`config.mk`:
```
export PLATFORM = sky130hd
export DESIGN_NAME = bstap_top
export DESIGN_NICKNAME = d
export VERILOG_FILES = /design/src/rtl/bstap_sync.v /design/src/rtl/bstap_buf2.v /design/src/rtl/bstap_top.v
export VERILOG_INCLUDE_DIRS = /design/src /design/src/rtl
export SDC_FILE = /design/constraint.sdc
export NUM_CORES = 1
export LEC_CHECK = 0
export ABC_AREA = 1
export ABC_CLOCK_PERIOD_IN_PS = 1700
export BUFFER_PORTS_ARGS = -buffer_cell sky130_fd_sc_hd__buf_4
export CORE_MARGIN = 1.5
export CORE_UTILIZATION = 40
export DETAILED_ROUTE_END_ITERATION = 10
export MAX_ROUTING_LAYER = met4
export SLEW_MARGIN = 10
export SYNTH_ARGS = -nofsm -noshare
export SYNTH_HDL_FRONTEND = slang
export SYNTH_HIERARCHICAL = 1
export SYNTH_SLANG_ARGS = --single-unit
```
`constraint.sdc`:
```
create_clock -name mclk_i -period 1.7 [get_ports mclk_i]
set_input_delay 0.17 -clock mclk_i [delete_from_list [all_inputs] [get_ports mclk_i]]
set_output_delay 0.17 -clock mclk_i [all_outputs]
set_load 0.02 [all_outputs]
```
`src/rtl/bstap_defs.vh`:
```
`ifndef BSTAP_DEFS_VH
`define BSTAP_DEFS_VH

// Instruction width and codes
`define BSTAP_IR_W 4
`define BSTAP_IR_BYPASS 4'h0
`define BSTAP_IR_SAMPLE 4'h1
`define BSTAP_IR_IDCODE 4'h2
`define BSTAP_IR_USERCODE 4'h3
`define BSTAP_IR_CLAMP 4'h4
`define BSTAP_IR_HIGHZ 4'h5
`define BSTAP_IR_EXTEST 4'h7
`define BSTAP_IR_IFONOFF 4'h8
`define BSTAP_IR_REGRD 4'h9
`define BSTAP_IR_REGWR 4'hA
// Fixed pattern captured into the instruction chain
`define BSTAP_IR_CAPT 4'h1

// Data chain lengths
`define BSTAP_DR_W 32
`define BSTAP_LEN_BYPASS 6'h01
`define BSTAP_LEN_BSR 6'h18
`define BSTAP_LEN_ID 6'h20
`define BSTAP_LEN_IF 6'h01
`define BSTAP_LEN_REG 6'h0F

// Boundary chain: 12 pins, control and data cell each
`define BSTAP_PINS 12
`define BSTAP_BSR_W 24

// Register access fields
`define BSTAP_ADDR_W 7
`define BSTAP_DATA_W 8
`define BSTAP_WR_W 15

// Clocks after reset before test clock edges are trusted
`define BSTAP_SYNC_WAIT 2'h3

// Identification code, arbitrary value, bit 0 set as required
`define BSTAP_IDCODE_VAL 32'h1A5C_E0F1

`endif

```
`src/rtl/bstap_sync.v`:
```
`timescale 1ns/10ps
`default_nettype none

module bstap_sync #(
  parameter WIDTH = 1
) (
  input wire mclk_i,
  input wire nrst_i,
  input wire [WIDTH-1:0] async_i,
  output reg [WIDTH-1:0] sync_o
);

  reg [WIDTH-1:0] meta;

  // Two flops; the first is read only by the second
  always @(posedge mclk_i) begin
    if (!nrst_i) begin
      meta <= {WIDTH{1'b0}};
      sync_o <= {WIDTH{1'b0}};
    end else begin
      meta <= async_i;
      sync_o <= meta;
    end
  end

endmodule

`default_nettype wire

```
`src/rtl/bstap_buf2.v`:
```
`timescale 1ns/10ps
`default_nettype none

module bstap_buf2 #(
  parameter WIDTH = 15
) (
  input wire mclk_i,
  input wire nrst_i,
  input wire in_valid_i,
  output wire in_ready_o,
  input wire [WIDTH-1:0] in_data_i,
  output reg out_valid_o,
  input wire out_ready_i,
  output reg [WIDTH-1:0] out_data_o
);

  reg [WIDTH-1:0] slot1;
  reg valid1;
  wire push;
  wire pop;

  // Ready drops only when both slots hold a word
  assign in_ready_o = ~valid1;
  assign push = in_valid_i & ~valid1;
  assign pop = out_valid_o & out_ready_i;

  always @(posedge mclk_i) begin
    if (!nrst_i) begin
      out_valid_o <= 1'b0;
      valid1 <= 1'b0;
      out_data_o <= {WIDTH{1'b0}};
      slot1 <= {WIDTH{1'b0}};
    end else if (pop && valid1) begin
      out_data_o <= slot1;
      out_valid_o <= 1'b1;
      valid1 <= push;
      if (push) begin
        slot1 <= in_data_i;
      end
    end else if (pop) begin
      out_valid_o <= push;
      if (push) begin
        out_data_o <= in_data_i;
      end
    end else if (push && !out_valid_o) begin
      out_data_o <= in_data_i;
      out_valid_o <= 1'b1;
    end else if (push) begin
      slot1 <= in_data_i;
      valid1 <= 1'b1;
    end
  end

endmodule

`default_nettype wire

```
`src/rtl/bstap_top.v`:
```
`timescale 1ns/10ps
`default_nettype none
`include "bstap_defs.vh"

module bstap_top (
  input wire mclk_i,
  input wire nrst_i,
  input wire tck_i,
  input wire tms_i,
  input wire tdi_i,
  output reg tdo_o,
  output reg tdo_oe_o,
  input wire [`BSTAP_PINS-1:0] pin_in_i,
  input wire [`BSTAP_PINS-1:0] core_out_i,
  input wire [`BSTAP_PINS-1:0] core_oe_i,
  output reg [`BSTAP_PINS-1:0] pin_out_o,
  output reg [`BSTAP_PINS-1:0] pin_oe_o,
  input wire [31:0] nvm_user_i,
  output reg host_if_off_o,
  output reg [`BSTAP_ADDR_W-1:0] reg_rd_addr_o,
  input wire [`BSTAP_DATA_W-1:0] reg_rd_data_i,
  output wire reg_wr_valid_o,
  input wire reg_wr_ready_i,
  output wire [`BSTAP_ADDR_W-1:0] reg_wr_addr_o,
  output wire [`BSTAP_DATA_W-1:0] reg_wr_data_o,
  output reg wr_overrun_o
);

  localparam [3:0] ST_TLR = 4'h0;
  localparam [3:0] ST_RTI = 4'h1;
  localparam [3:0] ST_SEL_DR = 4'h2;
  localparam [3:0] ST_CAP_DR = 4'h3;
  localparam [3:0] ST_SH_DR = 4'h4;
  localparam [3:0] ST_EX1_DR = 4'h5;
  localparam [3:0] ST_PAU_DR = 4'h6;
  localparam [3:0] ST_EX2_DR = 4'h7;
  localparam [3:0] ST_UPD_DR = 4'h8;
  localparam [3:0] ST_SEL_IR = 4'h9;
  localparam [3:0] ST_CAP_IR = 4'hA;
  localparam [3:0] ST_SH_IR = 4'hB;
  localparam [3:0] ST_EX1_IR = 4'hC;
  localparam [3:0] ST_PAU_IR = 4'hD;
  localparam [3:0] ST_EX2_IR = 4'hE;
  localparam [3:0] ST_UPD_IR = 4'hF;

  // Next controller state from state and sampled mode select
  function [3:0] tap_next;
    input [3:0] st;
    input tms;
    begin
      case (st)
        ST_TLR: tap_next = tms ? ST_TLR : ST_RTI;
        ST_RTI: tap_next = tms ? ST_SEL_DR : ST_RTI;
        ST_SEL_DR: tap_next = tms ? ST_SEL_IR : ST_CAP_DR;
        ST_CAP_DR: tap_next = tms ? ST_EX1_DR : ST_SH_DR;
        ST_SH_DR: tap_next = tms ? ST_EX1_DR : ST_SH_DR;
        ST_EX1_DR: tap_next = tms ? ST_UPD_DR : ST_PAU_DR;
        ST_PAU_DR: tap_next = tms ? ST_EX2_DR : ST_PAU_DR;
        ST_EX2_DR: tap_next = tms ? ST_UPD_DR : ST_SH_DR;
        ST_UPD_DR: tap_next = tms ? ST_SEL_DR : ST_RTI;
        ST_SEL_IR: tap_next = tms ? ST_TLR : ST_CAP_IR;
        ST_CAP_IR: tap_next = tms ? ST_EX1_IR : ST_SH_IR;
        ST_SH_IR: tap_next = tms ? ST_EX1_IR : ST_SH_IR;
        ST_EX1_IR: tap_next = tms ? ST_UPD_IR : ST_PAU_IR;
        ST_PAU_IR: tap_next = tms ? ST_EX2_IR : ST_PAU_IR;
        ST_EX2_IR: tap_next = tms ? ST_UPD_IR : ST_SH_IR;
        ST_UPD_IR: tap_next = tms ? ST_SEL_DR : ST_RTI;
        default: tap_next = ST_TLR;
      endcase
    end
  endfunction

  // Selected data chain length per instruction
  function [5:0] dr_len;
    input [`BSTAP_IR_W-1:0] ir;
    begin
      case (ir)
        `BSTAP_IR_SAMPLE: dr_len = `BSTAP_LEN_BSR;
        `BSTAP_IR_EXTEST: dr_len = `BSTAP_LEN_BSR;
        `BSTAP_IR_IDCODE: dr_len = `BSTAP_LEN_ID;
        `BSTAP_IR_USERCODE: dr_len = `BSTAP_LEN_ID;
        `BSTAP_IR_IFONOFF: dr_len = `BSTAP_LEN_IF;
        `BSTAP_IR_REGRD: dr_len = `BSTAP_LEN_REG;
        `BSTAP_IR_REGWR: dr_len = `BSTAP_LEN_REG;
        default: dr_len = `BSTAP_LEN_BYPASS;
      endcase
    end
  endfunction

  // Shift right by one, new bit enters at the chain's last stage
  function [`BSTAP_DR_W-1:0] shift_in;
    input [`BSTAP_DR_W-1:0] sh;
    input din;
    input [5:0] len;
    reg [`BSTAP_DR_W-1:0] tmp;
    integer i;
    begin
      tmp = sh >> 1;
      for (i = 0; i < `BSTAP_DR_W; i = i + 1) begin
        if (i == len - 1) begin
          tmp[i] = din;
        end
      end
      shift_in = tmp;
    end
  endfunction

  wire [2:0] jtag_s;
  wire [`BSTAP_PINS-1:0] pin_in_s;
  wire tck_s;
  wire tms_s;
  wire tdi_s;
  wire tck_rise;
  wire tck_fall;
  wire buf_in_ready;
  wire [5:0] cur_len;
  wire test_drive;
  wire armed;

  reg tck_d;
  reg [1:0] warm;
  reg [3:0] state;
  reg [`BSTAP_IR_W-1:0] ir;
  reg [`BSTAP_IR_W-1:0] ir_sh;
  reg [`BSTAP_DR_W-1:0] dr_sh;
  reg [`BSTAP_BSR_W-1:0] bsr_upd;
  reg wr_push;
  reg [`BSTAP_WR_W-1:0] wr_word;
  reg [`BSTAP_DR_W-1:0] capt;
  reg [`BSTAP_PINS-1:0] next_pin_out;
  reg [`BSTAP_PINS-1:0] next_pin_oe;
  integer k;
  integer m;

  bstap_sync #(
    .WIDTH(3)
  ) u_jtag_sync (
    .mclk_i(mclk_i),
    .nrst_i(nrst_i),
    .async_i({tck_i, tms_i, tdi_i}),
    .sync_o(jtag_s)
  );

  bstap_sync #(
    .WIDTH(`BSTAP_PINS)
  ) u_pin_sync (
    .mclk_i(mclk_i),
    .nrst_i(nrst_i),
    .async_i(pin_in_i),
    .sync_o(pin_in_s)
  );

  bstap_buf2 #(
    .WIDTH(`BSTAP_WR_W)
  ) u_wr_buf (
    .mclk_i(mclk_i),
    .nrst_i(nrst_i),
    .in_valid_i(wr_push),
    .in_ready_o(buf_in_ready),
    .in_data_i(wr_word),
    .out_valid_o(reg_wr_valid_o),
    .out_ready_i(reg_wr_ready_i),
    .out_data_o({reg_wr_data_o, reg_wr_addr_o})
  );

  assign tck_s = jtag_s[2];
  assign tms_s = jtag_s[1];
  assign tdi_s = jtag_s[0];
  // Controller, chains and serial output move only on a test clock edge; pin drive is registered every clock
  // No edge until the synchroniser has flushed, so an idle-high pin gives no false edge
  assign armed = (warm == `BSTAP_SYNC_WAIT);
  assign tck_rise = tck_s & ~tck_d & armed;
  assign tck_fall = ~tck_s & tck_d & armed;
  assign cur_len = dr_len(ir);
  assign test_drive = (ir == `BSTAP_IR_EXTEST) || (ir == `BSTAP_IR_CLAMP);

  // Capture value of the selected data chain
  always @* begin
    k = 0;
    capt = {`BSTAP_DR_W{1'b0}};
    case (ir)
      `BSTAP_IR_SAMPLE, `BSTAP_IR_EXTEST: begin
        for (k = 0; k < `BSTAP_PINS; k = k + 1) begin
          capt[2*k] = pin_in_s[k];
          capt[2*k+1] = pin_oe_o[k];
        end
      end
      `BSTAP_IR_IDCODE: capt = `BSTAP_IDCODE_VAL;
      `BSTAP_IR_USERCODE: capt = nvm_user_i;
      `BSTAP_IR_IFONOFF: capt[0] = host_if_off_o;
      `BSTAP_IR_REGRD: capt[`BSTAP_WR_W-1:0] = {reg_rd_data_i, reg_rd_addr_o};
      default: capt = {`BSTAP_DR_W{1'b0}};
    endcase
  end

  // Pin drive: boundary cells override the core under EXTEST and CLAMP; HIGHZ turns every pin enable off
  always @* begin
    m = 0;
    next_pin_out = core_out_i;
    next_pin_oe = core_oe_i;
    if (ir == `BSTAP_IR_HIGHZ) begin
      next_pin_oe = {`BSTAP_PINS{1'b0}};
    end else if (test_drive) begin
      for (m = 0; m < `BSTAP_PINS; m = m + 1) begin
        next_pin_out[m] = bsr_upd[2*m];
        next_pin_oe[m] = bsr_upd[2*m+1];
      end
    end
  end

  always @(posedge mclk_i) begin
    if (!nrst_i) begin
      tck_d <= 1'b0;
      warm <= 2'h0;
      pin_out_o <= {`BSTAP_PINS{1'b0}};
      pin_oe_o <= {`BSTAP_PINS{1'b0}};
    end else begin
      tck_d <= tck_s;
      if (!armed) begin
        warm <= warm + 2'h1;
      end
      pin_out_o <= next_pin_out;
      pin_oe_o <= next_pin_oe;
    end
  end

  // Controller, instruction and data chains on the rising test clock
  always @(posedge mclk_i) begin
    if (!nrst_i) begin
      state <= ST_TLR;
      ir <= `BSTAP_IR_IDCODE;
      ir_sh <= `BSTAP_IR_CAPT;
      dr_sh <= {`BSTAP_DR_W{1'b0}};
      bsr_upd <= {`BSTAP_BSR_W{1'b0}};
      host_if_off_o <= 1'b0;
      reg_rd_addr_o <= {`BSTAP_ADDR_W{1'b0}};
      wr_push <= 1'b0;
      wr_word <= {`BSTAP_WR_W{1'b0}};
      wr_overrun_o <= 1'b0;
    end else begin
      wr_push <= 1'b0;
      if (tck_rise) begin
        state <= tap_next(state, tms_s);
        case (state)
          ST_TLR: begin
            ir <= `BSTAP_IR_IDCODE;
          end
          ST_SEL_IR: begin
            if (tms_s) begin
              ir <= `BSTAP_IR_IDCODE;
            end
          end
          ST_CAP_IR: begin
            ir_sh <= `BSTAP_IR_CAPT;
          end
          ST_SH_IR: begin
            ir_sh <= {tdi_s, ir_sh[`BSTAP_IR_W-1:1]};
          end
          ST_UPD_IR: begin
            ir <= ir_sh;
          end
          ST_CAP_DR: begin
            dr_sh <= capt;
          end
          ST_SH_DR: begin
            dr_sh <= shift_in(dr_sh, tdi_s, cur_len);
          end
          ST_UPD_DR: begin
            case (ir)
              `BSTAP_IR_SAMPLE, `BSTAP_IR_EXTEST: begin
                bsr_upd <= dr_sh[`BSTAP_BSR_W-1:0];
              end
              `BSTAP_IR_IFONOFF: begin
                host_if_off_o <= dr_sh[0];
              end
              `BSTAP_IR_REGRD: begin
                if (host_if_off_o) begin
                  reg_rd_addr_o <= dr_sh[`BSTAP_ADDR_W-1:0];
                end
              end
              `BSTAP_IR_REGWR: begin
                if (host_if_off_o && buf_in_ready) begin
                  wr_word <= dr_sh[`BSTAP_WR_W-1:0];
                  wr_push <= 1'b1;
                end else if (host_if_off_o) begin
                  wr_overrun_o <= 1'b1;
                end
              end
              default: begin
                bsr_upd <= bsr_upd;
              end
            endcase
          end
          default: begin
            ir_sh <= ir_sh;
          end
        endcase
      end
    end
  end

  // Serial output on the falling test clock, driven only while shifting
  always @(posedge mclk_i) begin
    if (!nrst_i) begin
      tdo_o <= 1'b0;
      tdo_oe_o <= 1'b0;
    end else if (tck_fall) begin
      tdo_o <= (state == ST_SH_IR) ? ir_sh[0] : dr_sh[0];
      tdo_oe_o <= (state == ST_SH_IR) || (state == ST_SH_DR);
    end
  end

endmodule

`default_nettype wire

```
==> load_flow_metrics.sql, run 1 <==
INSERT INTO impl_metrics (metric_group, metric, value, unit) VALUES
('critical_path', 'crit-reg2reg-capture', 'dr_sh[24]', ''),
('status', 'outcome', 'finished clean', ''),
('layout', 'filler_instances', '1919', ''),
('critical_path', 'cp-endpoint', 'dr_sh[24]', ''),
('die', 'starting_density', '40.5', '%'),
('layout', 'fin_nets', '1356', ''),
('placed_design', 'post_dp_area', '0.00915', 'mm2'),
('grt', 'grt_antenna_before_repair', '0', ''),
('timing', 'skew', '0.00993', 'ns'),
('yosys', 'netlist_top_cells_area', 'dfxtp_1 (47%), nand2_1 (13%), a21oi_1 (7.5%)', ''),
('yosys', 'ys_seq_area_share', '47.0', '%'),
('clock_tree', 'cts.sinks', '184', ''),
('die', 'placement_rows', '51', ''),
('yosys', 'post_synthesis_simple_gate_area_fraction', '26.1', '%'),
('route', 'routedWlPerCell', '13.9', 'um'),
('timing', 'worst_hold_slack', '0.00288', 'ns'),
('critical_path', 'biggest_fanout_along_the_worst_timing_path', '19', ''),
('yosys', 'synth_top_area_cell', 'dfxtp_1', ''),
('pwr', 'power.ir.vdd_worst', '696', 'uV'),
('job', 'number_of_violations_of_the_max_capacitance_limit', '0', ''),
('timing', 'timing_worst_slew_pin_value', '0.454', 'ns'),
('yosys', 'syn_area_per_cell', '7.09', 'um2'),
('yosys', 'synthTopCellsByCount', 'nand2_1 (277), dfxtp_1 (184), nor2_1 (150)', ''),
('layout', 'antenna_cells', '0', ''),
('die', 'die_h', '143', 'um'),
('yosys', 'post_synth_instance_area', '0.00784', 'mm2'),
('route', 'drc_errors', '0', ''),
('die', 'floorplan.core_area', '0.0193', 'mm2'),
('grt', 'grt_pass1_wl', '33.9', 'mm'),
('placed_design', 'port_buffers', '132', ''),
('critical_path', 'worst-r2r-cell-count', '8', ''),
('yosys', 'synthCells', '1105', ''),
('critical_path', 'cp.required', '2.06', 'ns'),
('layout', 'final_util', '52.8', '%'),
('yosys', 'yosys.area_share.xor_xnor', '0', '%'),
('yosys', 'compound_cell_area_share_of_the_yosys_netlist', '16.2', '%'),
('critical_path', 'critPathLaunchType', 'flip-flop', ''),
('clock_tree', 'number_of_buffers_inserted_during_clock_tree_synthesis', '17', ''),
('die', 'io-pin-count', '133', ''),
('yosys', 'synth_enable_flop_cells', '0', ''),
('clock_tree', 'clk_latency', '0.43', 'ns'),
('timing', 'part_of_the_cycle_the_worst_path_needs', '96.3', '%'),
('pwr', 'finalPower', '9000', 'uW'),
('placed_design', 'finalWeightedCongestion', '0.880', ''),
('route', 'postRouteAntennaNets', '0', ''),
('grt', 'track_usage', '21.8', '%'),
('yosys', 'synthDominantCellAreaShare', '47.0', '%'),
('clock_tree', 'cts_tree', 'built', ''),
('route', 'drt-vias-per-instance', '4.80', ''),
('clock_tree', 'cts_root_buffer', 'clkbuf_16', ''),
('layout', 'share_of_cells_above_drive_strength_1', '19.5', '%'),
('yosys', 'synthFlopType', 'dfxtp_1', ''),
('die', 'die_width', '143', 'um'),
('timing', 'timing.fmax', '611', 'MHz'),
('grt', 'grt_remaining_overflow', '0', ''),
('clock_tree', 'h_tree_levels', '4', ''),
('timing', 'hold_fails_final_rpt', '0', ''),
('timing', 'unrepaired_setup_endpoints_after_global_routing', 'yes', ''),
('yosys', 'synth_warnings', '6', ''),
('grt', 'grt_start_max_net_pins', '52', ''),
('yosys', 'combinational_family_with_the_most_area_after_synthesis', 'simple AND/OR/NAND/NOR gates', ''),
('pwr', 'power_per_unit_of_standard_cell_area', '881', 'mW/mm2'),
('timing', 'timing.final.max_slew_violations', '0', ''),
('timing', 'setup_violations', '0', ''),
('route', 'dr.pass1.iters', '5', ''),
('critical_path', 'critical_path.endpoint_type', 'flip-flop', ''),
('pwr', 'leakagePower', '0.00477', 'uW'),
('clock_tree', 'clockBufferDepth', '2', ''),
('critical_path', 'crit_start', 'warm[0]', ''),
('yosys', 'async_reset_ff_share', '0', '%'),
('die', 'die-area', '0.0204', 'mm2');
==> cell usage in the layout (no fill, tap or decap), types with 2 or more instances in the layout <==
cell           count
or2_2              2
nand2_2            7
bufinv_16          2
o21ai_0           98
inv_6              3
o211ai_1           4
nand3_1           26
dfxtp_1          178
buf_12             8
nor2_1           144
inv_4              3
inv_1            106
clkinv_4           3
inv_2              5
clkinvlp_4         6
clkbuf_8           3
a22oi_1            4
o21ai_1           17
clkbuf_16         18
nand2_1          276
nor2_2             6
nor3_1             4
buf_4            166
a31oi_1            3
a21oi_1          117
nor2_4             6
dfxtp_2            6
dlygate4sd3_1     32
nand4_1           23
==> worst min path at each step <==
stage	from	end	slack, ns	cells past startpoint
3_5_place_dp	pin_in_i[9]	u_pin_sync/meta[9]	0.35	3
5_1_grt	core_oe_i[4]	pin_oe_o[4]	0.008	3
6_report	core_oe_i[5]	pin_oe_o[5]	0.003	3
4_1_cts	core_oe_i[5]	pin_oe_o[5]	0.00007	3
3_3_place_gp	tck_i	u_jtag_sync/meta[2]	0.35	3
2_1_floorplan	nrst_i	u_jtag_sync/meta[0]	0.26	2
==> through the flow <==
step	setup slack, ns	cells	setup TNS (ns)
CTS	0.0389	1547	0
finish	0.0627	1551	0
floorplan	0.146	1105	0
global placement	-0.0948	1481	-0.456
global route	-0.00697	1551	-0.00883
detailed placement	-0.0782	1481	-0.406
==> cell families (layout without fill, tap and decap cells) <==
kind of cell               after synthesis  in the layout
buffers and inverters                  176            357
DFF                                    184            184
AOI/OAI and AO/OA                      246            246
adders and majority gates                1              1
and+or+nand+nor                        498            498
==> final cells by class <==
type,count,area (um2),area share [%]
flip-flops and latches,184,3690,36.1
multi-input cells,745,3370,32.9
repair buffers,207,1750,17.1
clock buffers,21,470,4.61
inverters,118,468,4.58
well taps,265,332,3.25
clock inverters,11,136,1.34
==> report_power, final <==
part           leakage (uW)  switching [uW]  internal (uW)  total, uW
Sequential          0.00150            31.1           4380       4410
Clock              0.000284            1760           2310       4070
Combinational       0.00299             241            275        516
==> worst max-delay path, cell delays in order (launching register included) <==
cell	delay (ns)
dfxtp_1	0.35
ha_1	0.19
nand3_2	0.10
buf_4	0.16
nor2_4	0.20
buf_4	0.17
clkbuf_16	0.17
o21ai_0	0.10
a21oi_1	0.13
==> registers in the layout, indices dropped and copies added, names as in the netlist, 2 cells and up <==
signal               cells
pin_out_o               12
u_wr_buf/out_data_o     15
warm                     2
u_pin_sync/meta         12
reg_rd_addr_o            7
wr_word                 15
u_jtag_sync/meta         3
u_wr_buf/slot1          15
dr_sh                   32
u_jtag_sync/sync_o       3
state                    4
u_pin_sync/sync_o       12
pin_oe_o                12
bsr_upd                 24
ir_sh                    4
ir                       4
==> what timing repair did <==
action,CTS,global route
resized for setup,6,22
pin swaps,0,1
endpoints found under the setup margin,37,47
hold endpoints to repair,32,0
buffers inserted,2,3
hold buffers,32,0
cloned,0,1
==> layer usage <==
metal  part of all wire, %  routed length (um)  global-route usage, %  up-vias
met2                    46                9880                   33.2      214
li1                      -                   -                      -     3856
met5                     0                   0                      -        -
met1                    47               10200                   29.6     3351
met3                   5.2                1130                   3.92       18
met4                   1.5                 318                   6.29        0
No activity file was read; power rests on OpenSTA's default activity.
==> run 2, diff against run 1 <==
--- a/config.mk
+++ b/config.mk
@@ -13,6 +13,7 @@
 export CORE_UTILIZATION = 40
 export DETAILED_ROUTE_END_ITERATION = 10
 export MAX_ROUTING_LAYER = met4
+export SETUP_SLACK_MARGIN = 0.5
 export SLEW_MARGIN = 10
 export SYNTH_ARGS = -nofsm -noshare
 export SYNTH_HDL_FRONTEND = slang
==> run 2 against run 1 <==
Compared with the run above: sequential share of layout area fell by 6.7 points; combinational power rose by 26%; fmax rose by 3.7%; sequential cell count did not move; utilization rose by 13 points; final cell count rose by 5.0%; design area rose by 24%; global-route usage rose by 3.4 points; non-clock buffer count rose by 71; clock-buffer cell count fell by 2; clock power fell by 1%; wire length rose by 23%; critical endpoint is now dr_sh[5].
==> load_flow_metrics.sql, run 2 (synthesis gave the netlist of run 1 again) <==
INSERT INTO impl_metrics (metric_group, metric, value, unit) VALUES
('pwr', 'power.ir.vdd_worst', '789', 'uV'),
('grt', 'track_usage', '25.3', '%'),
('clock_tree', 'cts.sinks', '184', ''),
('grt', 'grt_pass1_wl', '39.0', 'mm'),
('worst_hold_path', 'hold_path_class', 'in -> reg', ''),
('placed_design', 'port_buffers', '132', ''),
('critical_path', 'worstPathArrival', '1.90', 'ns'),
('route', 'drt-vias-per-instance', '5.09', ''),
('critical_path', 'worst-r2r-cell-count', '8', ''),
('route', 'route.vias.total', '8283', ''),
('clock_tree', 'clockBufferDepth', '2', ''),
('timing', 'skew', '0.00714', 'ns'),
('timing', 'timing.final.max_slew_violations', '0', ''),
('clock_tree', 'h_tree_levels', '4', ''),
('critical_path', 'critPathLaunchType', 'flip-flop', ''),
('layout', 'largestRegisters', 'dr_sh (32), bsr_upd (24)', ''),
('clock_tree', 'number_of_buffers_inserted_during_clock_tree_synthesis', '17', ''),
('timing', 'post_route_minimum_period', '1.58', 'ns'),
('critical_path', 'crit-reg2reg-capture', 'dr_sh[5]', ''),
('timing', 'relSlewSlack', '62.4', '%'),
('die', 'placement_rows', '51', ''),
('placed_design', 'placement.setup.worst_slack', '-0.103', 'ns'),
('critical_path', 'cp-endpoint', 'dr_sh[5]', ''),
('timing', 'part_of_the_cycle_the_worst_path_needs', '92.9', '%'),
('placed_design', 'detailed_place_hpwl', '14.7', 'mm'),
('clock_tree', 'cts_tree', 'built', ''),
('die', 'die_width', '143', 'um'),
('layout', 'layout-area-overhead-vs-synth', '61.6', '%'),
('route', 'met2RoutedLength', '12.9', 'mm'),
('route', 'postRouteAntennaNets', '0', ''),
('placed_design', 'finalWeightedCongestion', '0.867', ''),
('critical_path', 'critical_path.reg2reg.startpoint', 'state[2]', ''),
('clock_tree', 'clkTransAtPathRegs', '0.07', 'ns'),
('layout', 'ff_latch_area', '0.00373', 'mm2'),
('layout', 'fin_nets', '1434', ''),
('grt', 'grt_start_max_net_pins', '65', ''),
('pwr', 'power_per_unit_of_standard_cell_area', '717', 'mW/mm2'),
('layout', 'antenna_cells', '0', ''),
('route', 'dr.pass1.iters', '5', ''),
('timing', 'hold_fails_final_rpt', '0', ''),
('grt', 'grt_remaining_overflow', '0', ''),
('layout', 'highest_count_cells_in_the_layout_ignoring_fill_and_taps', 'nand2_1 (214), buf_4 (174), dfxtp_1 (165)', ''),
('status', 'outcome', 'finished clean', ''),
('timing', 'fin_setup_tns', '0', 'ns'),
('die', 'io-pin-count', '133', ''),
('critical_path', 'timing.reg2reg.setup_slack', '0.12', 'ns'),
('clock_tree', 'clk_latency', '0.43', 'ns'),
('route', 'drt-initial-drc-count', '539', ''),
('route', 'routedWlPerCell', '16.3', 'um'),
('grt', 'grt_antenna_before_repair', '0', ''),
('route', 'drc_errors', '0', ''),
('critical_path', 'crit_start', 'state[2]', ''),
('timing', 'timing_worst_slew_pin_value', '0.564', 'ns'),
('critical_path', 'cp.required', '2.02', 'ns'),
('layout', 'share_of_cells_above_drive_strength_1', '40.6', '%'),
('pwr', 'leakagePower', '0.00570', 'uW'),
('route', 'postRouteWirelength', '26.6', 'mm'),
('die', 'starting_density', '40.5', '%'),
('layout', 'largest_register_ff_count', '32', ''),
('timing', 'unrepaired_setup_endpoints_after_global_routing', 'yes', ''),
('layout', 'regMostFlops', 'dr_sh', ''),
('die', 'die-area', '0.0204', 'mm2'),
('layout', 'filler_instances', '1580', ''),
('clock_tree', 'cts_root_buffer', 'clkbuf_16', ''),
('critical_path', 'worstSetupPathType', 'reg -> reg', ''),
('layout', 'mostFrequentLayoutCell', 'nand2_1', ''),
('timing', 'setup_ws', '0.121', 'ns'),
('route', 'top_layer_in_use', 'met4', ''),
('route', 'route.met3.wl', '1.47', 'mm'),
('grt', 'grt_pass1_vias', '7454', ''),
('die', 'die_h', '143', 'um'),
('timing', 'setup_violations', '0', ''),
('layout', 'multiInputGateArea', '0.00456', 'mm2'),
('timing', 'timing.fmax', '633', 'MHz'),
('critical_path', 'critical_path.endpoint_type', 'flip-flop', ''),
('route', 'route.layer.met1.wl', '11.5', 'mm'),
('die', 'floorplan.core_area', '0.0193', 'mm2'),
('critical_path', 'biggest_fanout_along_the_worst_timing_path', '17', ''),
('job', 'number_of_violations_of_the_max_capacitance_limit', '0', '');
[run 2: cell types whose count changed in the layout (fill, tap and decap cells not counted), moves of 13 or more]
cell     previous run  this run
o21ai_0            98        29
nand2_1           276       214
a21oi_1           117        61
a21oi_2             1        56
o21ai_2             0        38
nand2_2             7        37
nor2_1            144       117
nand2_4             1        27
nor2_4              6        31
buf_6               0        23
o21ai_1            17        37
inv_1             106        91
dfxtp_1           178       165
[run 2: layout make-up]
| cell class | count | area share [%] |
|---|---|---|
| multi-input combinational | 747 | 36.0 |
| sequential | 184 | 29.5 |
| timing repair buffer | 278 | 22.4 |
| inverter | 118 | 4.20 |
| clock buffer | 19 | 3.42 |
| tap | 265 | 2.62 |
| clock inverter | 12 | 1.22 |
| timing repair inverter | 5 | 0.652 |
[run 2: worst max-delay path: stages, from the launching register on]
cell	delay, ns
dfxtp_4	0.38
buf_12	0.11
nand2_8	0.04
nor2_4	0.20
buf_8	0.23
buf_6	0.20
nand2_1	0.07
nand2_1	0.13
a21oi_2	0.07
[run 2: worst min-delay path by stage]
stage | depth (start not counted) | from | slack [ns] | endpoint
after global placement | 3 | tck_i | 0.35 | u_jtag_sync/meta[2]
after CTS | 3 | core_oe_i[6] | 0.0003 | pin_oe_o[6]
final | 3 | nvm_user_i[28] | 0.01 | dr_sh[28]
after detailed placement | 3 | pin_in_i[7] | 0.35 | u_pin_sync/meta[7]
after global routing | 3 | core_oe_i[6] | 0.01 | pin_oe_o[6]
after floorplan | 2 | nrst_i | 0.26 | u_jtag_sync/meta[0]
[run 2: what timing repair did]
item                       CTS  global route
setup endpoints to repair  137           153
resized for setup          229           217
hold endpoints to repair    36             2
gates cloned                15             8
setup buffers               48            15
hold buffers                36             2
pin swaps                   58            59
[run 2: metrics by stage]
| step | instance area [um2] | std cells | hold WS, ns | total power, uW | utilization [%] |
|---|---|---|---|---|---|
| 6_report | 12700 | 1628 | 0.0141 | 9080 | 65.5 |
| 5_1_grt | 12700 | 1628 | 0.0120 | 9400 | 65.5 |
| 4_1_cts | 11600 | 1603 | 0.000311 | 9060 | 60.0 |
| 3_5_place_dp | 9200 | 1473 | 0.353 | 4990 | 47.6 |
| 3_3_place_gp | 9200 | 1473 | 0.350 | 4990 | 47.6 |
| 2_1_floorplan | 8000 | 1105 | 0.263 | 4730 | - |
[run 2: report_power, final]
part,internal (uW),switching (uW),total (uW)
logic,342,309,651
clock network,2300,1720,4020
registers,4370,39.6,4410
total,7020,2070,9080
[run 2: metal layers]
metal | vias to the layer above | GRT usage, %
met4 | 0 | 8.08
met3 | 62 | 4.83
met5 | - | -
met1 | 3865 | 33.1
li1 | 4043 | -
met2 | 313 | 39.3
==> run 3, diff against run 2 <==
--- a/config.mk
+++ b/config.mk
@@ -12,7 +12,6 @@
 export CORE_MARGIN = 1.5
 export CORE_UTILIZATION = 40
 export DETAILED_ROUTE_END_ITERATION = 10
-export MAX_ROUTING_LAYER = met4
 export SETUP_SLACK_MARGIN = 0.5
 export SLEW_MARGIN = 10
 export SYNTH_ARGS = -nofsm -noshare
==> run 3 against run 2 <==
Compared with the run above: final cell count down 0.80%; combinational power down 2%; wire length down 4.5%; via count down 1.3%; clock skew up 0.0034 ns; global-route usage down 1.1 points; utilization down 1.6 points; worst hold slack better by 0.0068 ns; power down 1.4%; sequential cell count unchanged; worst setup slack better by 0.061 ns.
==> load_flow_metrics.sql, run 3 (synthesis gave the netlist of run 1 again) <==
INSERT INTO impl_metrics (metric_group, metric, value, unit) VALUES
('timing', 'timing.fmax', '659', 'MHz'),
('timing', 'part_of_the_cycle_the_worst_path_needs', '89.3', '%'),
('placed_design', 'placedCellCount', '1473', ''),
('grt', 'grt_pass1_vias', '7499', ''),
('timing', 'timing_worst_slew_pin_value', '0.616', 'ns'),
('timing', 'fin_setup_tns', '0', 'ns'),
('route', 'route.vias.total', '8177', ''),
('timing', 'skew', '0.0105', 'ns'),
('critical_path', 'cp.required', '2.05', 'ns'),
('timing', 'hold_fails_final_rpt', '0', ''),
('clock_tree', 'clk_latency', '0.43', 'ns'),
('critical_path', 'critical_path.endpoint_type', 'flip-flop', ''),
('die', 'die-area', '0.0204', 'mm2'),
('layout', 'largest_register_ff_count', '32', ''),
('status', 'outcome', 'finished clean', ''),
('placed_design', 'finalWeightedCongestion', '0.858', ''),
('clock_tree', 'clockBufferDepth', '2', ''),
('worst_hold_path', 'hold_path_class', 'in -> reg', ''),
('route', 'postRouteAntennaNets', '0', ''),
('critical_path', 'timing.reg2reg.setup_slack', '0.18', 'ns'),
('grt', 'grt_remaining_overflow', '0', ''),
('pwr', 'power.ir.vdd_worst', '695', 'uV'),
('layout', 'share_of_cells_above_drive_strength_1', '40.4', '%'),
('clock_tree', 'clkTransAtPathRegs', '0.07', 'ns'),
('pwr', 'power_per_unit_of_standard_cell_area', '725', 'mW/mm2'),
('layout', 'highest_count_cells_in_the_layout_ignoring_fill_and_taps', 'nand2_1 (231), buf_4 (167), dfxtp_1 (164)', ''),
('grt', 'grt_antenna_before_repair', '0', ''),
('layout', 'mostFrequentLayoutCell', 'nand2_1', ''),
('die', 'placement_rows', '51', ''),
('layout', 'layout-area-overhead-vs-synth', '57.6', '%'),
('die', 'floorplan.core_area', '0.0193', 'mm2'),
('clock_tree', 'cts_root_buffer', 'clkbuf_16', ''),
('timing', 'relSlewSlack', '58.9', '%'),
('layout', 'largestRegisters', 'dr_sh (32), bsr_upd (24)', ''),
('timing', 'post_route_minimum_period', '1.52', 'ns'),
('grt', 'grt_start_max_net_pins', '77', ''),
('layout', 'regMostFlops', 'dr_sh', ''),
('die', 'starting_density', '40.5', '%'),
('grt', 'grt_pass1_wl', '38.6', 'mm'),
('layout', 'final_util', '63.9', '%'),
('timing', 'unrepaired_setup_endpoints_after_global_routing', 'yes', ''),
('placed_design', 'detailed_place_hpwl', '14.7', 'mm'),
('clock_tree', 'h_tree_levels', '4', ''),
('route', 'drc_errors', '0', ''),
('critical_path', 'critPathLaunchType', 'flip-flop', ''),
('route', 'postRouteWirelength', '25.4', 'mm'),
('critical_path', 'biggest_fanout_along_the_worst_timing_path', '4', ''),
('clock_tree', 'number_of_buffers_inserted_during_clock_tree_synthesis', '17', ''),
('die', 'io-pin-count', '133', ''),
('placed_design', 'port_buffers', '132', ''),
('die', 'die_h', '143', 'um'),
('critical_path', 'worstSetupPathType', 'reg -> reg', ''),
('pwr', 'leakagePower', '0.00557', 'uW'),
('die', 'die_width', '143', 'um'),
('layout', 'filler_instances', '1654', ''),
('layout', 'post_layout_nonfiller_instances', '1615', ''),
('timing', 'setup_violations', '0', ''),
('route', 'drt-initial-drc-count', '521', ''),
('timing', 'setup_ws', '0.182', 'ns'),
('critical_path', 'worstPathArrival', '1.87', 'ns'),
('route', 'routedWlPerCell', '15.7', 'um'),
('route', 'dr.pass1.iters', '7', ''),
('job', 'number_of_violations_of_the_max_capacitance_limit', '0', ''),
('timing', 'timing.final.max_slew_violations', '0', ''),
('layout', 'antenna_cells', '0', ''),
('grt', 'track_usage', '24.2', '%'),
('clock_tree', 'cts_tree', 'built', ''),
('layout', 'fin_nets', '1420', ''),
('route', 'drt-vias-per-instance', '5.06', ''),
('placed_design', 'placement.setup.worst_slack', '-0.0794', 'ns'),
('clock_tree', 'cts.sinks', '184', '');
[run 3: changes by cell type in the layout (fill, tap and decap cells not counted), sizes merged]
cell and change:
buf -12, bufinv -2, clkbuf +1, clkinv +1
clkinvlp -2, dlygate4sd3 -2, inv +1, nand2 +2
[run 3: path summary, 6_finish.rpt]
check | startpoint | end | cells past startpoint
min | core_oe_i[11] | pin_oe_o[11] | 3
max reg2reg | ir[3] | dr_sh[8] | 9
max | ir[3] | dr_sh[8] | 9
min reg2reg | u_pin_sync/meta[10] | u_pin_sync/sync_o[10] | 2
[run 3: through the flow]
step	hold slack, ns	power, uW	cell area (um2)
4_1_cts	0.0000581	8970	11500
5_1_grt	0.0115	9280	12400
3_3_place_gp	0.349	4990	9190
6_report	0.0209	8960	12400
3_5_place_dp	0.357	4990	9190
2_1_floorplan	0.263	4730	8000
[run 3: layer usage]
layer	track usage, %	share of wire (%)	vias up
li1	-	-	4035
met1	31.5	43	3799
met2	39.5	48	284
met3	4.02	5.6	59
met4	10.6	3.5	0
met5	0	0	-
[run 3: repair_timing]
action	in CTS	in global routing
setup buffers	36	15
pin swaps	28	69
endpoints found under the hold margin	35	1
resized for setup	252	191
endpoints found under the setup margin	137	157
hold buffers	35	1
cloned	17	6
[run 3: cell type report]
| type | count | area [um2] | share of cell area [%] |
|---|---|---|---|
| sequential | 184 | 3730 | 30.2 |
| inverter | 118 | 539 | 4.37 |
| timing repair inverter | 7 | 100 | 0.810 |
| tap | 265 | 332 | 2.68 |
| clock buffer | 24 | 492 | 3.98 |
| clock inverter | 8 | 86.3 | 0.699 |
| multi-input combinational | 749 | 4520 | 36.6 |
| timing repair buffer | 260 | 2550 | 20.7 |
[run 3: critical path, cell delays in order (launching register included)]
cell and delay [ns]:
dfxtp_4 0.38, inv_4 0.05, nor2_4 0.18, nand2_2 0.15
inv_2 0.13, buf_4 0.15, nand2_1 0.05, nand3_1 0.10
nand2_1 0.10, a21oi_1 0.16
[run 3: where the power goes]
part	internal [uW]	switching, uW	total, uW	leakage, uW
logic	335	303	638	0.00378
registers	4370	38.6	4410	0.00151
clock network	2200	1710	3910	0.000282
total	6900	2050	8960	0.00557
